`src/common/cmtd_consts.svh`:
```
/*
 Constants for the compare/move/touch decoder: opcode fields, codes, sizes.
 Assumes inclusion by bare name from the package and design files.
*/
`ifndef CMTD_CONSTS_SVH
`define CMTD_CONSTS_SVH

`define CMTD_OP_CMP 4'hB
`define CMTD_OP_COMPARE_WITH_IMMEDIATE_HI 8'h0C
`define CMTD_OP_TOUCH_HI 13'h1E85
`define CMTD_SEL_CMP_B 3'h0
`define CMTD_SEL_CMP_W 3'h1
`define CMTD_SEL_CMP_L 3'h2
`define CMTD_SEL_COMPARE_ADDRESS_REGISTER_W 3'h3
`define CMTD_SEL_COMPARE_ADDRESS_REGISTER_L 3'h7
`define CMTD_ISZ_B 2'h0
`define CMTD_ISZ_W 2'h1
`define CMTD_ISZ_L 2'h2
`define CMTD_MSZ_B 2'h1
`define CMTD_MSZ_W 2'h3
`define CMTD_MSZ_L 2'h2
`define CMTD_M_DREG 3'h0
`define CMTD_M_AREG 3'h1
`define CMTD_M_IND 3'h2
`define CMTD_M_POST 3'h3
`define CMTD_M_PRE 3'h4
`define CMTD_M_D16 3'h5
`define CMTD_M_IDX 3'h6
`define CMTD_M_EXT 3'h7
`define CMTD_R_ABSW 3'h0
`define CMTD_R_ABSL 3'h1
`define CMTD_R_PCD 3'h2
`define CMTD_R_PCX 3'h3
`define CMTD_R_IMM 3'h4
`define CMTD_LINE_BYTES 5'h10
`define CMTD_LOCK_BIT 11

`endif

```
`src/common/cmtd_pkg.sv`:
```
/*
 Types for the compare/move/touch decoder.
 Assumes cmtd_consts.svh sits on the include path.
*/
package cmtd_pkg;
    `include "cmtd_consts.svh"

    typedef enum logic [1:0] {
        CMTD_SZ_B = 2'h0,
        CMTD_SZ_W = 2'h1,
        CMTD_SZ_L = 2'h2
    } cmtd_size_t;

    typedef enum logic [2:0] {
        CMTD_ST_IDLE = 3'h0,
        CMTD_ST_EXT1 = 3'h1,
        CMTD_ST_EXT2 = 3'h3,
        CMTD_ST_EXEC = 3'h2,
        CMTD_ST_FILL = 3'h6
    } cmtd_state_t;

    typedef enum logic [2:0] {
        CMTD_K_NONE = 3'h0,
        CMTD_K_CMP = 3'h1,
        CMTD_K_COMPARE_ADDRESS_REGISTER = 3'h2,
        CMTD_K_COMPARE_WITH_IMMEDIATE = 3'h3,
        CMTD_K_TOUCH = 3'h4,
        CMTD_K_MOVE = 3'h5,
        CMTD_K_MOVE_TO_ADDRESS_REGISTER = 3'h6
    } cmtd_kind_t;

    // N Z V C, extend kept outside
    typedef struct packed {
        logic n;
        logic z;
        logic v;
        logic c;
    } cmtd_cc_t;

    typedef struct packed {
        cmtd_kind_t kind;
        cmtd_size_t size;
        logic [2:0] dst_reg;
        logic [2:0] dst_mode;
        logic [2:0] src_mode;
        logic [2:0] src_reg;
        logic illegal;
    } cmtd_dec_t;
endpackage : cmtd_pkg

```
`src/core/cmtd_ea_check.sv`:
```
/*
 Effective-address legality check for one mode/register pair.
 Assumes a purely combinational use by the decoder.
*/
`timescale 1ns/1ps
`default_nettype none
module cmtd_ea_check (
    input wire logic [2:0] i_mode,
    input wire logic [2:0] i_reg,
    input wire logic i_as_dest,
    output logic o_ok,
    output logic o_far
);
    `include "cmtd_consts.svh"
    always_comb begin
        o_ok = 1'b0;
        o_far = 1'b0;
        case (i_mode)
            `CMTD_M_EXT: begin
                case (i_reg)
                    `CMTD_R_ABSW, `CMTD_R_ABSL: begin
                        o_ok = 1'b1;
                        o_far = 1'b1;
                    end
                    `CMTD_R_IMM, `CMTD_R_PCD, `CMTD_R_PCX: begin
                        // PC relative and immediate cannot be written
                        o_ok = !i_as_dest;
                        o_far = 1'b1;
                    end
                    default: o_ok = 1'b0;
                endcase
            end
            `CMTD_M_AREG: o_ok = !i_as_dest;
            `CMTD_M_D16, `CMTD_M_IDX: begin
                o_ok = 1'b1;
                o_far = 1'b1;
            end
            default: o_ok = 1'b1;
        endcase
    end
endmodule : cmtd_ea_check
`default_nettype wire

```
`src/core/cmtd_flags.sv`:
```
/*
 Sized subtract producing compare condition codes.
 Assumes operands already sign-extended or sized by the caller.
*/
`timescale 1ns/1ps
`default_nettype none
module cmtd_flags (
    input wire logic [31:0] i_dst,
    input wire logic [31:0] i_src,
    input wire cmtd_pkg::cmtd_size_t i_size,
    output cmtd_pkg::cmtd_cc_t o_cc
);
    import cmtd_pkg::*;
    logic [32:0] diff;
    logic sd;
    logic ss;
    logic sr;
    logic zero;
    logic brw;
    always_comb begin
        diff = {1'b0, i_dst} - {1'b0, i_src};
        case (i_size)
            CMTD_SZ_B: begin
                sd = i_dst[7];
                ss = i_src[7];
                sr = diff[7];
                zero = (diff[7:0] == 8'h00);
                brw = (i_dst[7:0] < i_src[7:0]);
            end
            CMTD_SZ_W: begin
                sd = i_dst[15];
                ss = i_src[15];
                sr = diff[15];
                zero = (diff[15:0] == 16'h0000);
                brw = (i_dst[15:0] < i_src[15:0]);
            end
            default: begin
                sd = i_dst[31];
                ss = i_src[31];
                sr = diff[31];
                zero = (diff[31:0] == 32'h0000_0000);
                brw = diff[32];
            end
        endcase
        o_cc.n = sr;
        o_cc.z = zero;
        o_cc.v = (sd != ss) && (sr != sd);
        o_cc.c = brw;
    end
endmodule : cmtd_flags
`default_nettype wire

```
`src/core/cmtd_decoder.sv`:
```
/*
 Decoder and executor for compare, compare-address, compare-immediate,
 fetch touch, general move and address move. Assumes the core supplies
 opcode words with a valid strobe, register operand values and the
 moved value, and takes the decoded result and cache requests.
*/
`timescale 1ns/1ps
`default_nettype none
// Operation
// - Data compare fields and byte/word/long selectors
// - Compare sets NZVC, register unchanged
// - Address-register source only word/long compares
// - Address compare sign-extends word source
// - Immediate compare size field, register bits 2-0
// - Immediate from extension words, upper first
// - Fetch touch supervisor only, else trap
// - Cacheable touch loads 16-byte line
// - Lock bit locks touched lines; CC kept
// - General move size codes and fields
// - Move sets NZ, clears VC, extend kept
// - Source modes decoded incl. extended forms
// - Move destination data-alterable only
// - Far sources exclude indexed/absolute destinations
// - Immediate to d16 destination byte/word only
// - Address move destination 001, CC kept
module cmtd_decoder (
    input wire logic i_clk,
    input wire logic i_srst,
    input wire logic i_word_valid,
    input wire logic [15:0] i_word,
    input wire logic i_supervisor,
    input wire logic [31:0] i_dreg_value,
    input wire logic [31:0] i_areg_value,
    input wire logic [31:0] i_src_value,
    input wire logic i_cacheable,
    input wire logic [31:0] i_cache_ctrl,
    input wire logic i_fill_done,
    output logic o_busy,
    output cmtd_pkg::cmtd_dec_t o_dec,
    output logic o_done,
    output logic o_cc_we,
    output cmtd_pkg::cmtd_cc_t o_cc,
    output logic o_illegal,
    output logic o_priv_trap,
    output logic o_fill_req,
    output logic [31:0] o_fill_addr,
    output logic [4:0] o_fill_bytes,
    output logic o_fill_lock
);
    import cmtd_pkg::*;
    `include "cmtd_consts.svh"

    cmtd_state_t state_q;
    cmtd_dec_t dec_q;
    cmtd_dec_t dec_d;
    logic [31:0] imm_q;
    logic [2:0] sel;
    logic src_ok;
    logic src_far;
    logic dst_ok;
    logic dst_far;
    logic [31:0] cmp_dst;
    logic [31:0] cmp_src;
    cmtd_cc_t sub_cc;
    cmtd_cc_t move_cc;

    assign sel = i_word[8:6];

    cmtd_ea_check u_src (
        .i_mode(i_word[5:3]),
        .i_reg(i_word[2:0]),
        .i_as_dest(1'b0),
        .o_ok(src_ok),
        .o_far(src_far)
    );

    cmtd_ea_check u_dst (
        .i_mode(i_word[8:6]),
        .i_reg(i_word[11:9]),
        .i_as_dest(1'b1),
        .o_ok(dst_ok),
        .o_far(dst_far)
    );

    always_comb begin
        dec_d = '0;
        dec_d.dst_reg = i_word[11:9];
        dec_d.dst_mode = i_word[8:6];
        dec_d.src_mode = i_word[5:3];
        dec_d.src_reg = i_word[2:0];
        if (i_word[15:12] == `CMTD_OP_CMP) begin
            case (sel)
                `CMTD_SEL_CMP_B: dec_d.size = CMTD_SZ_B;
                `CMTD_SEL_CMP_W, `CMTD_SEL_COMPARE_ADDRESS_REGISTER_W: dec_d.size = CMTD_SZ_W;
                default: dec_d.size = CMTD_SZ_L;
            endcase
            if (sel == `CMTD_SEL_COMPARE_ADDRESS_REGISTER_W || sel == `CMTD_SEL_COMPARE_ADDRESS_REGISTER_L) begin
                dec_d.kind = CMTD_K_COMPARE_ADDRESS_REGISTER;
            end else begin
                dec_d.kind = CMTD_K_CMP;
            end
            dec_d.illegal = !src_ok ||
                !(sel == `CMTD_SEL_CMP_B || sel == `CMTD_SEL_CMP_W ||
                  sel == `CMTD_SEL_CMP_L || sel == `CMTD_SEL_COMPARE_ADDRESS_REGISTER_W ||
                  sel == `CMTD_SEL_COMPARE_ADDRESS_REGISTER_L);
            // no byte compare of an address register
            if (i_word[5:3] == `CMTD_M_AREG && sel == `CMTD_SEL_CMP_B) begin
                dec_d.illegal = 1'b1;
            end
        end else if (i_word[15:8] == `CMTD_OP_COMPARE_WITH_IMMEDIATE_HI && i_word[5:3] == 3'h0) begin
            dec_d.kind = CMTD_K_COMPARE_WITH_IMMEDIATE;
            dec_d.dst_reg = i_word[2:0];
            case (i_word[7:6])
                `CMTD_ISZ_B: dec_d.size = CMTD_SZ_B;
                `CMTD_ISZ_W: dec_d.size = CMTD_SZ_W;
                `CMTD_ISZ_L: dec_d.size = CMTD_SZ_L;
                default: dec_d.illegal = 1'b1;
            endcase
        end else if (i_word[15:3] == `CMTD_OP_TOUCH_HI) begin
            dec_d.kind = CMTD_K_TOUCH;
            dec_d.size = CMTD_SZ_L;
        end else if (i_word[15:14] == 2'h0 && i_word[13:12] != 2'h0) begin
            case (i_word[13:12])
                `CMTD_MSZ_B: dec_d.size = CMTD_SZ_B;
                `CMTD_MSZ_W: dec_d.size = CMTD_SZ_W;
                default: dec_d.size = CMTD_SZ_L;
            endcase
            if (i_word[8:6] == `CMTD_M_AREG) begin
                // address move, word or long only
                dec_d.kind = CMTD_K_MOVE_TO_ADDRESS_REGISTER;
                dec_d.illegal = !src_ok || (i_word[13:12] == `CMTD_MSZ_B);
            end else begin
                dec_d.kind = CMTD_K_MOVE;
                dec_d.illegal = !src_ok || !dst_ok;
                if (src_far && dst_far && i_word[8:6] != `CMTD_M_D16) begin
                    dec_d.illegal = 1'b1;
                end
                if (i_word[5:0] == {`CMTD_M_EXT, `CMTD_R_IMM} &&
                    i_word[8:6] == `CMTD_M_D16 && i_word[13:12] == `CMTD_MSZ_L) begin
                    dec_d.illegal = 1'b1;
                end
            end
        end else begin
            // Words outside these groups leave the decoder idle
            dec_d.kind = CMTD_K_NONE;
        end
    end

    always_ff @(posedge i_clk) begin
        if (i_srst) begin
            state_q <= CMTD_ST_IDLE;
        end else begin
            case (state_q)
                CMTD_ST_IDLE: begin
                    if (i_word_valid) begin
                        if (dec_d.kind == CMTD_K_COMPARE_WITH_IMMEDIATE && !dec_d.illegal) begin
                            state_q <= CMTD_ST_EXT1;
                        end else if (dec_d.kind != CMTD_K_NONE) begin
                            state_q <= CMTD_ST_EXEC;
                        end
                    end
                end
                CMTD_ST_EXT1: begin
                    if (i_word_valid) begin
                        if (dec_q.size == CMTD_SZ_L) begin
                            state_q <= CMTD_ST_EXT2;
                        end else begin
                            state_q <= CMTD_ST_EXEC;
                        end
                    end
                end
                CMTD_ST_EXT2: begin
                    if (i_word_valid) begin
                        state_q <= CMTD_ST_EXEC;
                    end
                end
                CMTD_ST_EXEC: begin
                    if (dec_q.kind == CMTD_K_TOUCH && !dec_q.illegal &&
                        i_supervisor && i_cacheable) begin
                        state_q <= CMTD_ST_FILL;
                    end else begin
                        state_q <= CMTD_ST_IDLE;
                    end
                end
                CMTD_ST_FILL: begin
                    if (i_fill_done) begin
                        state_q <= CMTD_ST_IDLE;
                    end
                end
                default: state_q <= CMTD_ST_IDLE;
            endcase
        end
    end

    // word source sign-extended for address compare
    always_comb begin
        cmp_dst = i_dreg_value;
        cmp_src = i_src_value;
        if (dec_q.kind == CMTD_K_COMPARE_ADDRESS_REGISTER) begin
            cmp_dst = i_areg_value;
            if (dec_q.size == CMTD_SZ_W) begin
                cmp_src = {{16{i_src_value[15]}}, i_src_value[15:0]};
            end
        end else if (dec_q.kind == CMTD_K_COMPARE_WITH_IMMEDIATE) begin
            cmp_src = imm_q;
        end
    end

    cmtd_flags u_sub (
        .i_dst(cmp_dst),
        .i_src(cmp_src),
        .i_size((dec_q.kind == CMTD_K_COMPARE_ADDRESS_REGISTER) ? CMTD_SZ_L : dec_q.size),
        .o_cc(sub_cc)
    );

    // NZ from moved value, VC cleared
    always_comb begin
        move_cc.v = 1'b0;
        move_cc.c = 1'b0;
        case (dec_q.size)
            CMTD_SZ_B: begin
                move_cc.n = i_src_value[7];
                move_cc.z = (i_src_value[7:0] == 8'h00);
            end
            CMTD_SZ_W: begin
                move_cc.n = i_src_value[15];
                move_cc.z = (i_src_value[15:0] == 16'h0000);
            end
            default: begin
                move_cc.n = i_src_value[31];
                move_cc.z = (i_src_value == 32'h0000_0000);
            end
        endcase
    end

    always_ff @(posedge i_clk) begin
        if (i_srst) begin
            o_done <= 1'b0;
            o_cc_we <= 1'b0;
            o_cc <= '0;
            o_illegal <= 1'b0;
            o_priv_trap <= 1'b0;
            o_dec <= '0;
        end else begin
            o_done <= (state_q == CMTD_ST_EXEC);
            o_cc_we <= 1'b0;
            o_illegal <= 1'b0;
            o_priv_trap <= 1'b0;
            if (state_q == CMTD_ST_EXEC) begin
                o_dec <= dec_q;
                if (dec_q.illegal) begin
                    o_illegal <= 1'b1;
                end else begin
                    case (dec_q.kind)
                        CMTD_K_CMP, CMTD_K_COMPARE_ADDRESS_REGISTER, CMTD_K_COMPARE_WITH_IMMEDIATE: begin
                            o_cc_we <= 1'b1;
                            o_cc <= sub_cc;
                        end
                        CMTD_K_MOVE: begin
                            o_cc_we <= 1'b1;
                            o_cc <= move_cc;
                        end
                        CMTD_K_TOUCH: o_priv_trap <= !i_supervisor;
                        // touch and address move keep flags
                        default: o_cc_we <= 1'b0;
                    endcase
                end
            end
        end
    end

    always_ff @(posedge i_clk) begin
        if (i_srst) begin
            o_fill_req <= 1'b0;
            o_fill_addr <= 32'h0000_0000;
            o_fill_bytes <= 5'h00;
        end else begin
            // Set wins over a same-cycle fill done
            if (state_q == CMTD_ST_EXEC && dec_q.kind == CMTD_K_TOUCH &&
                !dec_q.illegal && i_supervisor && i_cacheable) begin
                // cacheable touch fetches a full line
                o_fill_req <= 1'b1;
                o_fill_addr <= i_areg_value;
                o_fill_bytes <= `CMTD_LINE_BYTES;
            end else if (i_fill_done) begin
                o_fill_req <= 1'b0;
            end
        end
    end

    // Opcode latched only when idle; later words are extensions
    always_ff @(posedge i_clk) begin
        if (i_srst) begin
            dec_q <= '0;
        end else if (state_q == CMTD_ST_IDLE && i_word_valid) begin
            dec_q <= dec_d;
        end
    end

    always_ff @(posedge i_clk) begin
        if (i_srst) begin
            imm_q <= 32'h0000_0000;
        end else if (i_word_valid) begin
            if (state_q == CMTD_ST_EXT1) begin
                imm_q <= {16'h0000, i_word};
            end else if (state_q == CMTD_ST_EXT2) begin
                imm_q <= {imm_q[15:0], i_word};
            end
        end
    end

    // Refused words show here, one cycle late
    always_ff @(posedge i_clk) begin
        if (i_srst) begin
            o_busy <= 1'b0;
        end else begin
            o_busy <= (state_q != CMTD_ST_IDLE);
        end
    end

    // line locks once control bit is set
    always_ff @(posedge i_clk) begin
        if (i_srst) begin
            o_fill_lock <= 1'b0;
        end else begin
            o_fill_lock <= i_cache_ctrl[`CMTD_LOCK_BIT];
        end
    end
endmodule : cmtd_decoder
`default_nettype wire

```
`config.mk`:
```
export PLATFORM = sky130hd
export DESIGN_NAME = cmtd_decoder
export DESIGN_NICKNAME = d
export VERILOG_FILES = /design/src/common/cmtd_pkg.sv /design/src/core/cmtd_ea_check.sv /design/src/core/cmtd_flags.sv /design/src/core/cmtd_decoder.sv
export VERILOG_INCLUDE_DIRS = /design/src /design/src/common
export SDC_FILE = /design/constraint.sdc
export NUM_CORES = 1
export LEC_CHECK = 0
export BUFFER_PORTS_ARGS = -buffer_cell sky130_fd_sc_hd__buf_2
export CAP_MARGIN = 20
export CORE_MARGIN = 1.5
export CORE_UTILIZATION = 45
export DETAILED_ROUTE_END_ITERATION = 8
export PLACE_DENSITY = 0.7
export SYNTH_ARGS = -nofsm -noshare
export SYNTH_HDL_FRONTEND = slang
export SYNTH_SLANG_ARGS = --single-unit
export TNS_END_PERCENT = 100
```
`constraint.sdc`:
```
create_clock -name i_clk -period 9 [get_ports i_clk]
set_clock_uncertainty 0.2 [all_clocks]
set_input_delay 1.35 -clock i_clk [delete_from_list [all_inputs] [get_ports i_clk]]
set_output_delay 1.35 -clock i_clk [all_outputs]
set_load 0.02 [all_outputs]
```
==> run metrics <==
CP Capture Type register; commonest non-fill, non-tap cell in the layout nand2_1; Worst-path clk slew 0.06 ns; most frequent cells in the layout 220 x nand2_1, 179 x buf_2, 160 x a21oi_1, 115 x dfxtp_1, 39 x nor2_1; Worst Path Required 9.06 ns; H-tree depth 4; synth-to-layout area growth 20.8%; initial antenna violation count 0; worst vdd ir 0.147 mV; port bufs 180; Mapped Cells 951; Setup Viol. Count Final 0; GRT Total Usage 0.251; design area 8650 um2; slew at the pin closest to its max-slew limit 1.10 ns; Leak 3.62 nW; CTS sink count 115; RR Startpoint dec_q[17]; row count 45; first-pass GRT wire length 32600 um; Synth Area in Adders 0.0559; Num CTS Buffers 17; largest net degree at the start of global routing 103; mux share of post-synthesis cell area 0.0825; worst-path fanout max 22; Nets 1279; MaxCap Viol Count 0; Fin. Hold Viols 0; Power Density 176 nW/um2; share of post-route cells with drive strength above 1 0.245; Max Slew Vio Count 0; period utilization 0.554; xor/xnor share of the synthesized area 0.0208; CTS root buffer clkbuf_16; Final ANT Viol Nets 0; Yosys top cell area share 0.321; RSZ-0062 raised after global routing no; gpl congestion 0.955; Yosys Warn Count 0; DR iter-0 viols 566; compound-cell area share of the yosys netlist 0.231; core box area 15400 um2; CTS hold repair buffers 0; outcome finished, final reports clean; largest family of logic cells by synthesized area simple AND/OR/NAND/NOR gates; CTS resizes 0; DP HPWL 15900 um; Yosys reg bits 115; setup TNS 0 ns; worst-case clock buffer depth 2; Worst Setup Path Type register to register; Vias/cell 5.66; DRT Pass-1 Iters 5; top_reg_cell synth dfxtp_1; Tmin final 4.99 ns; Synth area leader dfxtp_1; Routed WL 21300 um; ranking of synthesized cells by area dfxtp_1 32%, nand2_1 12%, a21oi_1 11%; Die Width 129 um; Ports 216; ys async rst share 0; Post-synth EDFFs 0; dpl ws 4.03 ns; Critical path origin dec_q[17]; relative slew slack 0.268; CTS tree done; hold path startpoint o_cc[0]; clock insertion delay at the later pin of the skew report 0.43 ns; via count 7483; Hold Path Class register to register; drt drc 0; register area share after synthesis 0.321; Initial Utilization 0.466; Synth Area per Inst 7.53 um2; gr ovfl total 0; Diodes inserted 0; Worst Setup Slack, final 4.01 ns; crit start category register; vias in the first global route 6522; distinct cell type count after synthesis 73; die area 16700 um2; die height 129 um; simple-gate share of the synthesized area 0.238; routed len/inst 16.1 um; placed cell area 8100 um2; post-CTS setup buffers 0; Max Freq 0.200 GHz; Data arrival, critical path 5.05 ns; Syn Std Cell Area 7160 um2
## area by class of cell
cell class,count,area (um2)
multi-input combinational,760,4520
timing repair buffer,187,956
tap,211,264
clock buffer,17,425
sequential,115,2300
fill,1513,6720
clock inverter,15,123
inverter,16,60.1
## cells by family (layout without fill, tap and decap cells)
family | count (synthesis) | in the layout
XOR/XNOR | 17 | 17
adder cells (fa/ha/maj) | 32 | 32
AND/OR/NAND/NOR | 378 | 378
AO/OA/AOI/OAI | 274 | 274
flip-flops | 115 | 115
buffers and inverters | 79 | 235
multiplexers | 55 | 55
other | 1 | 4
## sequential cells by signal, summed over array words and instances (netlist names)
name / flops
o_illegal: 1
o_fill_req: 1
o_fill_addr: 32
o_cc_we: 1
o_done: 1
o_busy: 1
o_dec: 18
o_cc: 4
o_fill_bytes: 1
o_priv_trap: 1
state_q: 3
o_fill_lock: 1
imm_q: 32
dec_q: 18
## cells in the mapped netlist (6+ instances only)
library cell,count
a211oi_1,11
a21oi_1,160
a221oi_1,6
a31oi_1,9
clkbuf_1,50
dfxtp_1,115
ha_1,32
inv_1,15
mux2_2,32
mux2i_1,23
nand2_1,220
nand3_1,30
nand4_1,8
nor2_1,40
nor2b_1,8
nor3_1,15
nor4_1,12
o211ai_1,6
o21a_1,15
o21ai_0,25
xnor2_1,8
xor2_1,9
## path summary, 6_finish.rpt
kind / to / cells past startpoint / slack, ns
max: o_cc[3] / 17 / 4.01
max reg2reg: o_cc[3] / 17 / 4.01
min: o_cc[0] / 2 / 0.24
min reg2reg: o_cc[0] / 2 / 0.24
## routing by layer
metal	global-route usage	routed length, um	vias to the layer above
met5	0	0	-
met4	0.0793	367	0
met3	0.0504	1600	30
met2	0.416	10100	303
met1	0.328	9210	3456
li1	-	-	3694
## worst max-delay path, cell delays in order (launching register included)
cell and delay (ns):
dfxtp_1 0.36, nand2b_1 0.29, nor2_4 0.39, buf_4 0.38
and3_1 0.48, o21a_1 0.19, a21oi_1 0.06, ha_1 0.46
nand3_1 0.17, or2_2 0.34, a211oi_1 0.32, nor3_1 0.12
a21oi_2 0.27, a31o_2 0.23, xnor2_1 0.14, o21ai_2 0.08
o21ai_0 0.24, a21oi_1 0.10
## stage by stage
| stage | hold slack [ns] | util | instances | power (mW) |
|---|---|---|---|---|
| after global placement | 0.238 | 0.527 | 1289 | 0.891 |
| after floorplan | 0.232 | - | 954 | 0.797 |
| after CTS | 0.249 | 0.563 | 1321 | 1.52 |
| after detailed placement | 0.241 | 0.527 | 1289 | 0.892 |
| final | 0.245 | 0.563 | 1321 | 1.52 |
| after global routing | 0.261 | 0.563 | 1321 | 1.59 |
## power breakdown
group	leakage (nW)	switching, mW	internal, mW
clock network	0.269	0.273	0.358
registers	0.930	0.0119	0.520
logic	2.42	0.210	0.145
Power figures use the tool's default switching activity.
